## src/fdsc_pkg.sv

```systemverilog
// fdsc_pkg: register map, field layout and codes for the floppy drive signal control block
package fdsc_pkg;

   localparam int AW = 4;
   localparam int DW = 8;

   // register indices on the plain register port
   localparam logic [AW-1:0] ADR_FER   = 4'h0;
   localparam logic [AW-1:0] ADR_FCR   = 4'h1;
   localparam logic [AW-1:0] ADR_DOR   = 4'h2;
   localparam logic [AW-1:0] ADR_SRA   = 4'h3;
   localparam logic [AW-1:0] ADR_DSR   = 4'h4;
   localparam logic [AW-1:0] ADR_MODE  = 4'h5;
   localparam logic [AW-1:0] ADR_OPCTL = 4'h6;
   localparam logic [AW-1:0] ADR_CCR   = 4'h7;
   localparam logic [AW-1:0] ADR_CFG   = 4'h8;

   localparam logic [DW-1:0] RST_REG   = 8'h00;
   localparam logic [DW-1:0] RD_UNMAP  = 8'h00;

   // field positions
   localparam int FER_ENC_BIT   = 4;
   localparam int FCR_SWAP_BIT  = 4;
   localparam int DOR_SEL_LSB   = 0;
   localparam int DOR_MTR_LSB   = 4;
   localparam int RATE_LSB      = 0;
   localparam int MODE_DENS_LSB = 0;
   localparam int OP_SEEK_BIT   = 0;
   localparam int OP_INWARD_BIT = 1;
   localparam int OP_RW_BIT     = 2;
   localparam int CFG_PPM_BIT   = 0;
   localparam int CFG_PNF_BIT   = 1;
   localparam int CFG_ALT_BIT   = 2;
   localparam int SRA_DIR_BIT   = 0;
   localparam int SRA_DENS_BIT  = 1;
   localparam int SRA_DSEL_LSB  = 2;
   localparam int SRA_SECOND_DRIVE_PRESENT_BIT  = 6;

   // data rate codes in the two rate bits
   localparam logic [1:0] RATE_500K = 2'h0;
   localparam logic [1:0] RATE_300K = 2'h1;
   localparam logic [1:0] RATE_250K = 2'h2;
   localparam logic [1:0] RATE_1M   = 2'h3;
   localparam logic [1:0] RST_RATE  = RATE_500K;

   // density polarity programming
   localparam logic [1:0] DENS_BY_STRAP = 2'h0;
   localparam logic [1:0] DENS_ACT_HIGH = 2'h1;
   localparam logic [1:0] DENS_ACT_LOW  = 2'h2;

   localparam logic [1:0] DSEL_IDLE = 2'h3;

endpackage

```

## src/fdsc_drv_if.sv

```systemverilog
// fdsc_drv_if: register state toward the decode modules and their results back
`timescale 1ns/100ps
`default_nettype none
interface fdsc_drv_if;
   logic [7:0] digital_output_reg;
   logic       enc_en;
   logic       swap_en;
   logic [1:0] rate;
   logic       ident;
   logic [1:0] dens_mode;
   logic       seek_act;
   logic       seek_in;
   logic       rw_act;
   logic [1:0] dsel_n;
   logic       dens;
   logic       dir;

   modport ctl_mp (output digital_output_reg, enc_en, swap_en, rate, ident, dens_mode, seek_act, seek_in, rw_act,
                   input  dsel_n, dens, dir);
   modport sel_mp (input  digital_output_reg, enc_en, swap_en,
                   output dsel_n);
   modport pol_mp (input  rate, ident, dens_mode, seek_act, seek_in, rw_act,
                   output dens, dir);
endinterface
`default_nettype wire

```

## src/fdsc_dsel.sv

```systemverilog
// fdsc_dsel: drive select decode, encode and drive 0/1 swap
`timescale 1ns/100ps
`default_nettype none
module fdsc_dsel (
   fdsc_drv_if.sel_mp d
);
   always_comb begin
      logic [1:0] lsel;
      logic [1:0] psel;
      logic [3:0] mtr;
      logic       on;
      lsel = d.digital_output_reg[fdsc_pkg::DOR_SEL_LSB +: 2];
      mtr  = d.digital_output_reg[fdsc_pkg::DOR_MTR_LSB +: 4];
      on   = mtr[lsel];
      psel = (d.swap_en && !lsel[1]) ? {lsel[1], ~lsel[0]} : lsel;
      if (d.enc_en) begin
         d.dsel_n = on ? psel : fdsc_pkg::DSEL_IDLE;
      end else begin
         d.dsel_n[0] = !(on && psel == 2'h0);
         d.dsel_n[1] = !(on && psel == 2'h1);
      end
   end
endmodule
`default_nettype wire

```

## src/fdsc_pol.sv

```systemverilog
// fdsc_pol: density select polarity and head direction
`timescale 1ns/100ps
`default_nettype none
module fdsc_pol (
   fdsc_drv_if.pol_mp p
);
   always_comb begin
      logic hi;
      logic act_high;
      act_high = p.ident;
      hi = (p.rate == fdsc_pkg::RATE_500K) || (p.rate == fdsc_pkg::RATE_1M);
      case (p.dens_mode)
         fdsc_pkg::DENS_ACT_HIGH: act_high = 1'b1;
         fdsc_pkg::DENS_ACT_LOW:  act_high = 1'b0;
         default:                 act_high = p.ident;
      endcase
      p.dens = act_high ? hi : !hi;
      p.dir  = p.seek_act && p.seek_in && !p.rw_act;
   end
endmodule
`default_nettype wire

```

## src/fdsc_top.sv

```systemverilog
// fdsc_top: floppy drive signal control, registers, pin outputs and checks
//
// How it works
// - density output asserted for 500k and 1M rates, not for 250k or 300k
// - strap high gives active-high density, strap low gives active-low
// - mode register can program density polarity instead of the strap
// - during seek, direction output active steps in, inactive steps out
// - direction output held inactive while a read or write runs
// - two active-low drive selects decoded from select bits, gated by motor bits
// - function enable bit 4 switches drive selects to encoded four-drive form
// - function control bit 4 swaps logical drives 0 and 1
// - parallel-port floppy mode with flag 0 duplicates density, direction, select
// - in decoded form, duplicated select carries drive 1 when swap bit 0, drive 0 when 1
// - rate pins follow the rate bits of whichever rate register was written last
// - second-drive input readable in status A in alternate compatibility mode
`timescale 1ns/100ps
`default_nettype none
module fdsc_top (
   // clock and reset
   input  wire logic                    mclk_i,
   input  wire logic                    reset_i,
   // register port
   input  wire logic [fdsc_pkg::AW-1:0] addr_i,
   input  wire logic [fdsc_pkg::DW-1:0] wdata_i,
   input  wire logic                    wr_i,
   input  wire logic                    rd_i,
   output logic      [fdsc_pkg::DW-1:0] rdata_o,
   // drive side inputs
   input  wire logic                    ident_strap_i,
   input  wire logic                    second_drive_present_i,
   // drive side outputs
   output logic                         density_select_out_o,
   output logic                         head_dir_o,
   output logic      [1:0]              drive_select_n_o,
   output logic      [1:0]              rate_indicator_out_o,
   // parallel-port floppy duplicates
   output logic                         ppm_oe_o,
   output logic                         ppm_density_o,
   output logic                         ppm_dir_o,
   output logic                         ppm_dsel_n_o
);

   ////////////////////////////////////////////////////////////////////////////////
   // registers

   logic [fdsc_pkg::DW-1:0] function_enable_reg_ff;
   logic [fdsc_pkg::DW-1:0] function_control_reg_ff;
   logic [fdsc_pkg::DW-1:0] digital_output_reg_ff;
   logic [fdsc_pkg::DW-1:0] rate_select_reg_ff;
   logic [fdsc_pkg::DW-1:0] config_control_reg_ff;
   logic [fdsc_pkg::DW-1:0] mode_reg_ff;
   logic [fdsc_pkg::DW-1:0] op_ctl_reg_ff;
   logic [fdsc_pkg::DW-1:0] cfg_reg_ff;
   logic [1:0]              rate_ff;
   logic [fdsc_pkg::DW-1:0] nxt_rdata;

   logic wr_fer;
   logic wr_fcr;
   logic wr_dor;
   logic wr_dsr;
   logic wr_ccr;
   logic wr_mode;
   logic wr_op;
   logic wr_cfg;

   assign wr_fer  = wr_i && (addr_i == fdsc_pkg::ADR_FER);
   assign wr_fcr  = wr_i && (addr_i == fdsc_pkg::ADR_FCR);
   assign wr_dor  = wr_i && (addr_i == fdsc_pkg::ADR_DOR);
   assign wr_dsr  = wr_i && (addr_i == fdsc_pkg::ADR_DSR);
   assign wr_ccr  = wr_i && (addr_i == fdsc_pkg::ADR_CCR);
   assign wr_mode = wr_i && (addr_i == fdsc_pkg::ADR_MODE);
   assign wr_op   = wr_i && (addr_i == fdsc_pkg::ADR_OPCTL);
   assign wr_cfg  = wr_i && (addr_i == fdsc_pkg::ADR_CFG);

   // software-visible register storage
   always_ff @(posedge mclk_i) begin
      if (reset_i) begin
         function_enable_reg_ff  <= fdsc_pkg::RST_REG;
         function_control_reg_ff <= fdsc_pkg::RST_REG;
         digital_output_reg_ff   <= fdsc_pkg::RST_REG;
         rate_select_reg_ff      <= fdsc_pkg::RST_REG;
         config_control_reg_ff   <= fdsc_pkg::RST_REG;
         mode_reg_ff             <= fdsc_pkg::RST_REG;
         op_ctl_reg_ff           <= fdsc_pkg::RST_REG;
         cfg_reg_ff              <= fdsc_pkg::RST_REG;
      end else begin
         if (wr_fer) begin
            function_enable_reg_ff <= wdata_i;
         end
         if (wr_fcr) begin
            function_control_reg_ff <= wdata_i;
         end
         if (wr_dor) begin
            digital_output_reg_ff <= wdata_i;
         end
         if (wr_dsr) begin
            rate_select_reg_ff <= wdata_i;
         end
         if (wr_ccr) begin
            config_control_reg_ff <= wdata_i;
         end
         if (wr_mode) begin
            mode_reg_ff <= wdata_i;
         end
         if (wr_op) begin
            op_ctl_reg_ff <= wdata_i;
         end
         if (wr_cfg) begin
            cfg_reg_ff <= wdata_i;
         end
      end
   end

   // effective rate: last write to either rate register wins
   always_ff @(posedge mclk_i) begin
      if (reset_i) begin
         rate_ff <= fdsc_pkg::RST_RATE;
      end else if (wr_dsr || wr_ccr) begin
         rate_ff <= wdata_i[fdsc_pkg::RATE_LSB +: 2];
      end
   end

   ////////////////////////////////////////////////////////////////////////////////
   // decode modules

   fdsc_drv_if drv ();

   assign drv.digital_output_reg       = digital_output_reg_ff;
   assign drv.enc_en    = function_enable_reg_ff[fdsc_pkg::FER_ENC_BIT];
   assign drv.swap_en   = function_control_reg_ff[fdsc_pkg::FCR_SWAP_BIT];
   assign drv.rate      = rate_ff;
   assign drv.ident     = ident_strap_i;
   assign drv.dens_mode = mode_reg_ff[fdsc_pkg::MODE_DENS_LSB +: 2];
   assign drv.seek_act  = op_ctl_reg_ff[fdsc_pkg::OP_SEEK_BIT];
   assign drv.seek_in   = op_ctl_reg_ff[fdsc_pkg::OP_INWARD_BIT];
   assign drv.rw_act    = op_ctl_reg_ff[fdsc_pkg::OP_RW_BIT];

   fdsc_dsel u_dsel (
      .d (drv.sel_mp)
   );

   fdsc_pol u_pol (
      .p (drv.pol_mp)
   );

   ////////////////////////////////////////////////////////////////////////////////
   // pin outputs, one edge behind the registers

   logic ppm_act;
   logic dup_dsel_n;

   assign ppm_act = cfg_reg_ff[fdsc_pkg::CFG_PPM_BIT] && !cfg_reg_ff[fdsc_pkg::CFG_PNF_BIT];
   // duplicated pin is whichever physical pin holds logical drive 1 when unswapped
   assign dup_dsel_n = drv.dsel_n[1];

   always_ff @(posedge mclk_i) begin
      if (reset_i) begin
         density_select_out_o <= 1'b0;
         head_dir_o           <= 1'b0;
         drive_select_n_o     <= fdsc_pkg::DSEL_IDLE;
         rate_indicator_out_o <= fdsc_pkg::RST_RATE;
      end else begin
         density_select_out_o <= drv.dens;
         head_dir_o           <= drv.dir;
         drive_select_n_o     <= drv.dsel_n;
         rate_indicator_out_o <= rate_ff;
      end
   end

   always_ff @(posedge mclk_i) begin
      if (reset_i) begin
         ppm_oe_o      <= 1'b0;
         ppm_density_o <= 1'b0;
         ppm_dir_o     <= 1'b0;
         ppm_dsel_n_o  <= 1'b1;
      end else begin
         ppm_oe_o      <= ppm_act;
         ppm_density_o <= ppm_act && drv.dens;
         ppm_dir_o     <= ppm_act && drv.dir;
         ppm_dsel_n_o  <= !ppm_act || dup_dsel_n;
      end
   end

   ////////////////////////////////////////////////////////////////////////////////
   // read port

   always_comb begin
      nxt_rdata = fdsc_pkg::RD_UNMAP;
      case (addr_i)
         fdsc_pkg::ADR_FER:   nxt_rdata = function_enable_reg_ff;
         fdsc_pkg::ADR_FCR:   nxt_rdata = function_control_reg_ff;
         fdsc_pkg::ADR_DOR:   nxt_rdata = digital_output_reg_ff;
         fdsc_pkg::ADR_DSR:   nxt_rdata = rate_select_reg_ff;
         fdsc_pkg::ADR_CCR:   nxt_rdata = config_control_reg_ff;
         fdsc_pkg::ADR_MODE:  nxt_rdata = mode_reg_ff;
         fdsc_pkg::ADR_OPCTL: nxt_rdata = op_ctl_reg_ff;
         fdsc_pkg::ADR_CFG:   nxt_rdata = cfg_reg_ff;
         fdsc_pkg::ADR_SRA: begin
            nxt_rdata[fdsc_pkg::SRA_DIR_BIT]       = head_dir_o;
            nxt_rdata[fdsc_pkg::SRA_DENS_BIT]      = density_select_out_o;
            nxt_rdata[fdsc_pkg::SRA_DSEL_LSB +: 2] = drive_select_n_o;
            nxt_rdata[fdsc_pkg::SRA_SECOND_DRIVE_PRESENT_BIT]      =
               cfg_reg_ff[fdsc_pkg::CFG_ALT_BIT] && second_drive_present_i;
         end
         default: nxt_rdata = fdsc_pkg::RD_UNMAP;
      endcase
   end

   // read data stand only in the cycle after the strobe
   always_ff @(posedge mclk_i) begin
      if (reset_i) begin
         rdata_o <= fdsc_pkg::RD_UNMAP;
      end else if (rd_i) begin
         rdata_o <= nxt_rdata;
      end else begin
         rdata_o <= fdsc_pkg::RD_UNMAP;
      end
   end
endmodule
`default_nettype wire

```

## config.mk

```make
export PLATFORM = sky130hd
export DESIGN_NAME = fdsc_top
export DESIGN_NICKNAME = d
export VERILOG_FILES = /design/src/fdsc_pkg.sv /design/src/fdsc_drv_if.sv /design/src/fdsc_dsel.sv /design/src/fdsc_pol.sv /design/src/fdsc_top.sv
export SDC_FILE = /design/constraint.sdc
export NUM_CORES = 1
export LEC_CHECK = 0
export ABC_AREA = 1
export BUFFER_PORTS_ARGS = -buffer_cell sky130_fd_sc_hd__buf_4
export CORE_AREA = 2 2 79 81
export CTS_CLUSTER_SIZE = 40
export DETAILED_ROUTE_END_ITERATION = 10
export DIE_AREA = 0 0 81 83
export PLACE_DENSITY_LB_ADDON = 0.3
export SKIP_CTS_REPAIR_TIMING = 1
export SLEW_MARGIN = 20
export SYNTH_ARGS = -nofsm -noshare
export SYNTH_HDL_FRONTEND = slang
export SYNTH_SLANG_ARGS = --single-unit
```

## constraint.sdc

```tcl
create_clock -name mclk_i -period 3.05 [get_ports mclk_i]
set_input_delay 0.1525 -clock mclk_i [delete_from_list [all_inputs] [get_ports mclk_i]]
set_output_delay 0.1525 -clock mclk_i [all_outputs]
set_load 0.02 [all_outputs]
```

==> impl_results.md, run 1 <==
* Crit path max-delay family: simple AND/OR/NAND/NOR gates
* Run status: finished, final reports clean
* Initial core utilization at 60.2%
* Fin crit share at 52.3%
* Largest net degree at the start of global routing at 29
* Count of different cell masters after synthesis at 20
* Post-synth top cells: dfxtp_1, a21oi_1, nand3_1, o21ai_0, inv_1
* Vias in the first global route at 2928
* Routed WL at 8950 um
* Die Area at 0.00672 mm2
* Worst-Skew Late Latency at 0.36 ns
* H-Tree Depth at 3
* Avg Cell Area, Syn at 7.37 um2
* Synthesized area at 0.00350 mm2
* Count leader, synth: dfxtp_1
* Share of layout cells above drive strength 1 at 11.0%
* EDFF count, synth at 0
* R2R depth at 5
* CP max-delay cell: nor2_1
* Data required, critical path at 3.29 ns
* Post-Syn Instances at 475
* Total congestion overflow at 0
* Layout Utilization at 67.9%
* Cts bufs inserted at 9
* Via density at 5.58
* Leak at 1.44 nW
* Initial DRC count at 346
* Startpoint types: primary input
* Hold path cells at 3
* Max Slew Vio Count at 0
* Layout fillers at 511
* Area contributors post-synth: dfxtp_1, a21oi_1, nand3_1
* Synth Register Bits at 84
* DP HPWL at 6210 um
* Worst Setup End Kind: register
* Max VDD drop at 0.000330 V
* Post-synth net total at 494
* Slew HR at 51.4%
* Critical Path Fanout Max at 12
* Pre-Repair DR Iteration Count at 5
* Drc violations at 0
* Std-Cell Rows at 28
* Worst Skew at 0.00762 ns
* CP dominant cell by count: nand2_1
* CP Buf/Inv Count at 2
* TNS Setup at 0 ns
* CTS Root Buffer Type: clkbuf_8
* Seq/Total Area, Yosys at 48.0%
* Post-synth top area share at 48.0%
* Highest cell delay on the worst timing path at 0.57 ns
* F_max at 0.627 GHz
* Worst Hold Class: in -> reg
* Fin nets at 517
* Final Setup Violations at 0
* Antenna viol nets, final at 0
* Largest area contributor in the netlist: dfxtp_1
* Arrival @ worst endpoint at 1.83 ns
* Hold worst-path end: config_control_reg_ff[7]
* Non-Filler Instances at 576
* Drt wl/cell at 15.5 um
* Hold Startpoint: wdata_i[7]
* Tightest Pin Transition at 0.726 ns
* Routed vias at 3214
* Post-synth top flop: dfxtp_1
* N_diodes at 0
* Reg clk slew, reported paths at 0.08 ns
* Port bufs at 35
* Longest Clk Path Bufs at 2
* Top-Level Pins at 36
* Power Density at 523 mW/mm2
* Total chip power at 0.00206 W
* CTS tree: done
* Initial antenna violation count at 0
* FF-to-FF setup slack at 1.60 ns
* RR Endpoint: density_select_out_o
* Min cycle time layout at 1.59 ns
* Synthesis Warnings at 0
* Final hold vios at 0
* Die X at 81 um
* GRT Util Overall at 28.6%
* Clk sinks at 84
* Synth async-reset ratio at 0%
* Placed insts at 562
* MaxCap Viol Count at 0
* Core footprint at 0.00582 mm2
* Min Hold Slack at 0.144 ns
* Setup repair after global routing missed its margin: false
* Worst path cell trace: buf_4 -> nor2_1 -> nand2_1 -> inv_1 -> nand2_1 -> o21ai_0 -> a21oi_1
* Routability cong. at 0.950
* WS Path Type: in -> reg
* Die Y at 83 um
* First-pass GRT wire length at 14500 um
* Area grow syn2layout at 12.8%
* Reg2Reg Launch Point: mode_reg_ff[1]
==> layout by cell type (no fill, tap or decap) <==
cell type,instances
xor2_1,2
clkbuf_1,1
ha_1,1
nor2_1,32
o21ai_0,68
nand2_1,44
o31ai_1,1
clkinv_2,1
bufinv_16,1
inv_1,64
nor2_2,2
a21oi_1,72
buf_4,37
nor2_4,3
clkbuf_8,11
o211ai_1,1
nor3_1,3
nand3b_1,1
a211oi_1,1
nand3_1,70
xnor2_1,1
dfxtp_1,84
==> cell families after synthesis <==
logic type / after synthesis / share of synthesized area, %
XOR/XNOR: 3 / 0.751
AND/OR/NAND/NOR: 155 / 20.1
AO/OA/AOI/OAI: 143 / 20.7
flip-flops: 84 / 48.0
adder cells (fa/ha/maj): 1 / 0.357
buffers and inverters: 89 / 10.1
==> how the worst max path moves through the flow <==
stage                         from                         to  slack [ns]  cells after the start
CTS                      addr_i[1]  function_enable_reg_ff[7]        1.52                      7
global placement         addr_i[1]  function_enable_reg_ff[4]        1.29                      7
floorplan           mode_reg_ff[1]       density_select_out_o        1.89                      5
detailed placement       addr_i[1]  function_enable_reg_ff[7]        1.15                      7
finish                   addr_i[1]  function_enable_reg_ff[7]        1.46                      7
global route             addr_i[1]  function_enable_reg_ff[7]        1.26                      7
==> through the flow <==
stage / area, um2 / worst slack [ns]
after floorplan: 3500 / 1.89
after global placement: 3760 / 1.29
after detailed placement: 3760 / 1.15
after CTS: 3950 / 1.52
after global routing: 3950 / 1.26
final: 3950 / 1.46
==> flip-flops by register name, indices dropped and copies added (netlist names), 2 cells and up <==
name and count:
function_enable_reg_ff 8, function_control_reg_ff 8, rate_indicator_out_o 2, digital_output_reg_ff 8
cfg_reg_ff 8, mode_reg_ff 8, rate_select_reg_ff 8, config_control_reg_ff 8
drv.rate 2, drive_select_n_o 2, op_ctl_reg_ff 8, rdata_o 8
==> worst reg2reg max path: cells and delay by family, from the launching register on <==
kind | cells | cell delay (ns)
xor+xnor | 1 | 0.32
simple gates | 1 | 0.10
fa+ha+maj | 1 | 0.29
buf+inv | 1 | 0.07
compound gates | 1 | 0.25
flops | 1 | 0.31
==> report_power, final <==
| part | switching (W) | total (W) | leakage [nW] | internal (W) |
|---|---|---|---|---|
| combinational | 0.000111 | 0.000157 | 0.667 | 0.0000460 |
| sequential | 0.0000109 | 0.00113 | 0.679 | 0.00112 |
| clock | 0.000366 | 0.000779 | 0.0983 | 0.000413 |
| total | 0.000488 | 0.00206 | 1.44 | 0.00158 |
==> area by class of cell <==
class | count | area (um2) | share of cell area (%)
inverter | 64 | 240 | 6.08
clock inverter | 2 | 35.0 | 0.887
tap | 75 | 93.8 | 2.38
clock buffer | 12 | 155 | 3.93
sequential | 84 | 1680 | 42.6
timing repair buffer | 37 | 278 | 7.03
multi-input combinational | 302 | 1470 | 37.1
==> metal layers <==
layer | vias up | track usage [%] | wire length (um) | share of wire (%)
met5 | - | 0 | 0 | 0
met4 | 0 | 13.6 | 289 | 3.2
met3 | 26 | 4.89 | 574 | 6.4
met2 | 109 | 42.8 | 4030 | 45
met1 | 1463 | 39.7 | 4050 | 45
li1 | 1616 | - | - | -
No activity file was read; power rests on OpenSTA's default activity.
==> inputs of run 2 (changes only) <==
--- a/config.mk
+++ b/config.mk
@@ -7,10 +7,10 @@
 export LEC_CHECK = 0
 export ABC_AREA = 1
 export BUFFER_PORTS_ARGS = -buffer_cell sky130_fd_sc_hd__buf_4
-export CORE_AREA = 2 2 79 81
+export CORE_AREA = 2 2 86 88
 export CTS_CLUSTER_SIZE = 40
 export DETAILED_ROUTE_END_ITERATION = 10
-export DIE_AREA = 0 0 81 83
+export DIE_AREA = 0 0 88 90
 export PLACE_DENSITY_LB_ADDON = 0.3
 export SKIP_CTS_REPAIR_TIMING = 1
 export SLEW_MARGIN = 20
==> constraint.sdc (replaced) <==
create_clock -name mclk_i -period 1.4 [get_ports mclk_i]
set_input_delay 0.07 -clock mclk_i [delete_from_list [all_inputs] [get_ports mclk_i]]
set_output_delay 0.07 -clock mclk_i [all_outputs]
set_load 0.02 [all_outputs]
==> impl_results.md, run 2 (synthesized netlist as in run 1, its figures left out) <==
* WS Path Type: reg -> reg
* Setup repair after global routing missed its margin: false
* Slew HR at 70.6% (+19 points)
* CTS Root Buffer Type: clkbuf_8
* Layout Utilization at 59.2% (-8.7 points)
* Reg clk slew, reported paths at 0.09 ns (about the same)
* Drt wl/cell at 15.3 um (-1.6%)
* First-pass GRT wire length at 15300 um (+5.6%)
* Run status: finished, final reports clean
* Std-Cell Rows at 31 (+11%)
* FF/Latch Area at 0.00168 mm2 (unchanged)
* Max Slew Vio Count at 0 (unchanged)
* Via density at 5.41 (-3.1%)
* CP max-delay cell: dfxtp_1
* Clk sinks at 84 (unchanged)
* Fin crit share at 93.7%
* Top-Level Pins at 36 (unchanged)
* Data required, critical path at 1.66 ns (-1.63 ns)
* Layout fillers at 653 (+28%)
* N_diodes at 0 (unchanged)
* Die Area at 0.00792 mm2 (+18%)
* Final Setup Violations at 0 (unchanged)
* CTS tree: done
* Pre-Repair DR Iteration Count at 5 (unchanged)
* Vias in the first global route at 3087 (+5.4%)
* RR Endpoint: density_select_out_o
* Commonest cells after routing, fill and taps aside: dfxtp_1, a21oi_1, nand3_1
* Initial antenna violation count at 0 (unchanged)
* MaxCap Viol Count at 0 (unchanged)
* Met1 Use GR at 35.5% (-4.2 points)
* Die Y at 90 um (+8.4%)
* Final hold vios at 0 (unchanged)
* Drc violations at 0 (unchanged)
* Startpoint types: register
* Power Density at 1120 mW/mm2 (+110%)
* Initial core utilization at 49.9% (-10 points)
* Antenna viol nets, final at 0 (unchanged)
* Worst setup path endpoint: density_select_out_o
* Commonest non-fill, non-tap cell in the layout: dfxtp_1
* Total congestion overflow at 0 (unchanged)
* DP HPWL at 6590 um (+6.2%)
* Worst Skew at 0.00728 ns (-0.000339 ns)
* Critical Path Fanout Max at 3 (-9)
* F_max at 0.762 GHz
* Initial DRC count at 240 (-31%)
* Crit path from: mode_reg_ff[1]
* FF-to-FF setup slack at 0.09 ns (-1.51 ns)
* Highest cell delay on the worst timing path at 0.32 ns (-0.25 ns)
* Worst path cell trace: inv_1 -> ha_1 -> o21ai_0 -> xor2_1 -> nor2_1
* GRT Util Overall at 25.2% (-3.4 points)
* Leak at 1.54 nW (+6.5%)
* H-Tree Depth at 3 (unchanged)
* Cts bufs inserted at 9 (unchanged)
* Share of layout cells above drive strength 1 at 14.2% (+3.3 points)
* Routed vias at 3347 (+4.1%)
* Met3 usage at 3.12% (-1.8 points)
* Worst Setup End Kind: register
* Port bufs at 35 (unchanged)
* Worst-Skew Late Latency at 0.36 ns (about the same)
* Worst Hold Class: in -> reg
* Fin nets at 534 (+3.3%)
* Total chip power at 0.00466 W (+130%)
* Tightest Pin Transition at 0.439 ns (-0.287 ns)
* Reg2Reg Launch Point: mode_reg_ff[1]
* GRT busiest layer: met2
* Routability cong. at 0.906 (-4.7%)
* R2R depth at 5 (unchanged)
* Core footprint at 0.00702 mm2 (+21%)
* Routed WL at 9460 um (+5.7%)
* Area grow syn2layout at 18.7%
* Multi-input gate area at 0.00147 mm2 (unchanged)
* Largest net degree at the start of global routing at 53 (+83%)
* Die X at 88 um (+8.6%)
* Min cycle time layout at 1.31 ns
* Max VDD drop at 0.000615 V (+86%)
* GR Layer Usage met2 at 38.6% (-4.2 points)
* Longest Clk Path Bufs at 2 (unchanged)
* TNS Setup at 0 ns (unchanged)
* Arrival @ worst endpoint at 1.57 ns (-0.26 ns)
## run 2: changes by cell type in the layout (fill, tap and decap cells not counted), sizes merged
cell	change
buf	+16
clkbuf	-2
clkinv	+2
clkinvlp	+1
dlygate4sd3	+1
inv	+1
## run 2: per-stage QoR
| step | setup WS, ns | area [um2] | cells | hold WS, ns |
|---|---|---|---|---|
| detailed placement | 0.00388 | 3940 | 602 | 0.288 |
| finish | 0.0884 | 4160 | 619 | 0.0377 |
| CTS | 0.0934 | 4150 | 618 | -0.0975 |
| global placement | 0.106 | 3940 | 602 | 0.284 |
| global route | 0.0315 | 4160 | 619 | 0.0488 |
| floorplan | 0.244 | 3500 | 475 | 0.170 |
## run 2: worst min-delay path by stage
| stage | slack (ns) | to | start | cells after the start |
|---|---|---|---|---|
| final | 0.04 | config_control_reg_ff[4] | wdata_i[4] | 3 |
| after detailed placement | 0.29 | head_dir_o | reset_i | 2 |
| after global routing | 0.05 | config_control_reg_ff[5] | wdata_i[5] | 3 |
| after CTS | -0.1 | head_dir_o | reset_i | 2 |
| after global placement | 0.28 | head_dir_o | reset_i | 2 |
| after floorplan | 0.17 | ppm_oe_o | reset_i | 1 |
## run 2: final cells by class
class | count | share of cell area (%)
Timing Repair Buffer | 54 | 10.4
Sequential cell | 84 | 40.5
Inverter | 64 | 5.78
Multi-Input combinational cell | 302 | 35.3
Clock buffer | 10 | 3.31
Tap cell | 99 | 2.98
Clock inverter | 6 | 1.75
## run 2: worst max-delay path, delay by kind of cell, from the launching register on
kind                       cells  cell delay (ns)
and+or+nand+nor                1             0.06
xor gates and xnor gates       1             0.23
AOI/OAI and AO/OA              1             0.24
DFF                            1             0.32
buffers and inverters          1             0.07
adders and majority gates      1             0.28
## run 2: power breakdown
part	switching (W)	leakage, nW	internal [W]	total [W]
Sequential	0.0000248	0.679	0.00243	0.00246
Combinational	0.000249	0.756	0.000129	0.000378
Clock	0.000933	0.103	0.000888	0.00182
Total	0.00121	1.54	0.00345	0.00466
## run 2: routing by layer
layer	routed length (um)	up-vias	part of all wire, %
li1	-	1654	-
met1	4210	1549	45
met2	4490	128	47
met3	559	16	5.9
met4	201	0	2.1
met5	0	-	0
==> inputs of run 3 (changes only) <==
--- a/config.mk
+++ b/config.mk
@@ -12,6 +12,7 @@
 export DETAILED_ROUTE_END_ITERATION = 10
 export DIE_AREA = 0 0 88 90
 export PLACE_DENSITY_LB_ADDON = 0.3
+export RECOVER_POWER = 100
 export SKIP_CTS_REPAIR_TIMING = 1
 export SLEW_MARGIN = 20
 export SYNTH_ARGS = -nofsm -noshare
==> impl_results.md, run 3 (synthesized netlist as in run 1, its figures left out) <==
* R2R depth at 5 (unchanged)
* Initial antenna violation count at 0 (unchanged)
* Drc violations at 0 (unchanged)
* CP max-delay cell: dfxtp_1
* Top-Level Pins at 36 (unchanged)
* Commonest non-fill, non-tap cell in the layout: dfxtp_1
* H-Tree Depth at 3 (unchanged)
* Power Internal at 0.00344 W (-0.27%)
* WS Path Type: reg -> reg
* Reg clk slew, reported paths at 0.09 ns (about the same)
* Vias in the first global route at 3087 (unchanged)
* Final hold vios at 0 (unchanged)
* Antenna viol nets, final at 0 (unchanged)
* Largest net degree at the start of global routing at 53 (unchanged)
* Design Area, Final at 0.00408 mm2 (-1.9%)
* Non-Filler Instances at 619 (unchanged)
* Max Slew Vio Count at 0 (unchanged)
* Die Y at 90 um (unchanged)
* Clock network fraction of total power at 39.2% (about the same)
* Run status: finished, final reports clean
* CTS tree: done
* Initial core utilization at 49.9% (unchanged)
* Cts bufs inserted at 9 (unchanged)
* Std-Cell Rows at 31 (unchanged)
* MaxCap Viol Count at 0 (unchanged)
* Routed WL at 9490 um (+0.24%)
* Highest cell delay on the worst timing path at 0.32 ns (about the same)
* Hold worst-path end: config_control_reg_ff[4]
* Via density at 5.39 (-0.27%)
* DP HPWL at 6590 um (unchanged)
* Routed vias at 3338 (-0.27%)
* Worst Setup End Kind: register
* Commonest cells after routing, fill and taps aside: dfxtp_1, a21oi_1, nand3_1
* Power Density at 1140 mW/mm2 (+1.7%)
* Arrival @ worst endpoint at 1.58 ns (about the same)
* Area grow syn2layout at 16.5%
* Startpoint types: register
* Fin crit share at 95.1% (+1.4 points)
* Routability cong. at 0.906 (unchanged)
* Fin nets at 534 (unchanged)
* Critical Path Fanout Max at 3 (unchanged)
* Worst-Skew Late Latency at 0.36 ns (about the same)
* F_max at 0.751 GHz (-1.4%)
* Flop pwr share at 52.9% (about the same)
* Placed insts at 602 (unchanged)
* GRT Util Overall at 25.2% (unchanged)
* Setup repair after global routing missed its margin: false
* Worst Hold Class: in -> reg
* Drt wl/cell at 15.3 um (+0.24%)
* Initial DRC count at 261 (+8.8%)
* Leak at 1.46 nW (-5.2%)
* Port bufs at 35 (unchanged)
* Combinational Power Share at 7.9% (-0.2 points)
* Worst path cell trace: inv_1 -> ha_1 -> o21ai_0 -> xor2_1 -> nor2_1
* Reg2Reg Launch Point: mode_reg_ff[1]
* Core footprint at 0.00702 mm2 (unchanged)
* Pre-Repair DR Iteration Count at 5 (unchanged)
* FF-to-FF setup slack at 0.07 ns (-0.02 ns)
* CTS Root Buffer Type: clkbuf_8
* RR Endpoint: density_select_out_o
* Min cycle time layout at 1.33 ns (+0.0192 ns)
* Switching Share at 26.0% (+0.050 points)
* Layout fillers at 672 (+2.9%)
* Share of layout cells above drive strength 1 at 10.4% (-3.8 points)
* Die X at 88 um (unchanged)
* Tightest Pin Transition at 0.434 ns (-0.00515 ns)
* Final Setup Violations at 0 (unchanged)
* Clk sinks at 84 (unchanged)
* P_sw at 0.00121 W (about the same)
* N_diodes at 0 (unchanged)
* TNS Setup at 0 ns (unchanged)
* Worst Skew at 0.00780 ns (+0.000525 ns)
* Die Area at 0.00792 mm2 (unchanged)
* Hold path cells at 3 (unchanged)
* Longest Clk Path Bufs at 2 (unchanged)
* Max VDD drop at 0.000614 V (-0.27%)
* Slew HR at 71.0% (+0.34 points)
* Data required, critical path at 1.65 ns (about the same)
* Placement Cell Area at 0.00394 mm2 (unchanged)
* Hold Startpoint: wdata_i[4]
* First-pass GRT wire length at 15300 um (unchanged)
* Total congestion overflow at 0 (unchanged)
## run 3: through the flow
step                setup slack, ns  hold slack, ns  total power [W]  util, %
floorplan                     0.244           0.170          0.00271        -
global placement              0.106           0.284          0.00287     56.1
detailed placement          0.00388           0.288          0.00288     56.1
CTS                          0.0934         -0.0975          0.00466     59.0
global route                 0.0189          0.0488          0.00482     58.1
finish                       0.0692          0.0367          0.00465     58.1
## run 3: worst max path at each step
stage,start,to
2_1_floorplan,mode_reg_ff[1],density_select_out_o
4_1_cts,mode_reg_ff[1],density_select_out_o
3_3_place_gp,addr_i[1],function_enable_reg_ff[4]
5_1_grt,mode_reg_ff[1],density_select_out_o
3_5_place_dp,addr_i[1],function_enable_reg_ff[4]
6_report,mode_reg_ff[1],density_select_out_o
## run 3: layout make-up
class,count,area [um2],share of cell area [%]
tap,99,124,3.04
multi-input combinational,302,1470,36.0
clock inverter,6,72.6,1.78
timing repair buffer,54,355,8.71
clock buffer,10,138,3.38
sequential,84,1680,41.2
inverter,64,240,5.89
## run 3: routing by layer
layer  part of all wire, %  vias up  routed length (um)  GRT usage, %
met2                    47      135                4440          38.6
li1                      -     1654                   -             -
met5                     0        -                   0             0
met1                    44     1533                4190          35.5
met3                   6.9       16                 652          3.12
met4                   2.2        0                 209          10.6
## run 3: worst max-delay path: cells and delay by family, from the launching register on
family                     cells  cell delay (ns)
AOI/OAI and AO/OA              1             0.24
DFF                            1             0.32
xor gates and xnor gates       1             0.24
and+or+nand+nor                1             0.06
adders and majority gates      1             0.28
buffers and inverters          1             0.07
## run 3: power groups by stage
stage / Combinational, W / Clock [W] / Sequential (W)
floorplan: 0.000193 / 0 / 0.00251
global placement: 0.000361 / 0 / 0.00251
detailed placement: 0.000369 / 0 / 0.00251
CTS: 0.000370 / 0.00183 / 0.00246
global route: 0.000405 / 0.00195 / 0.00246
finish: 0.000369 / 0.00182 / 0.00246
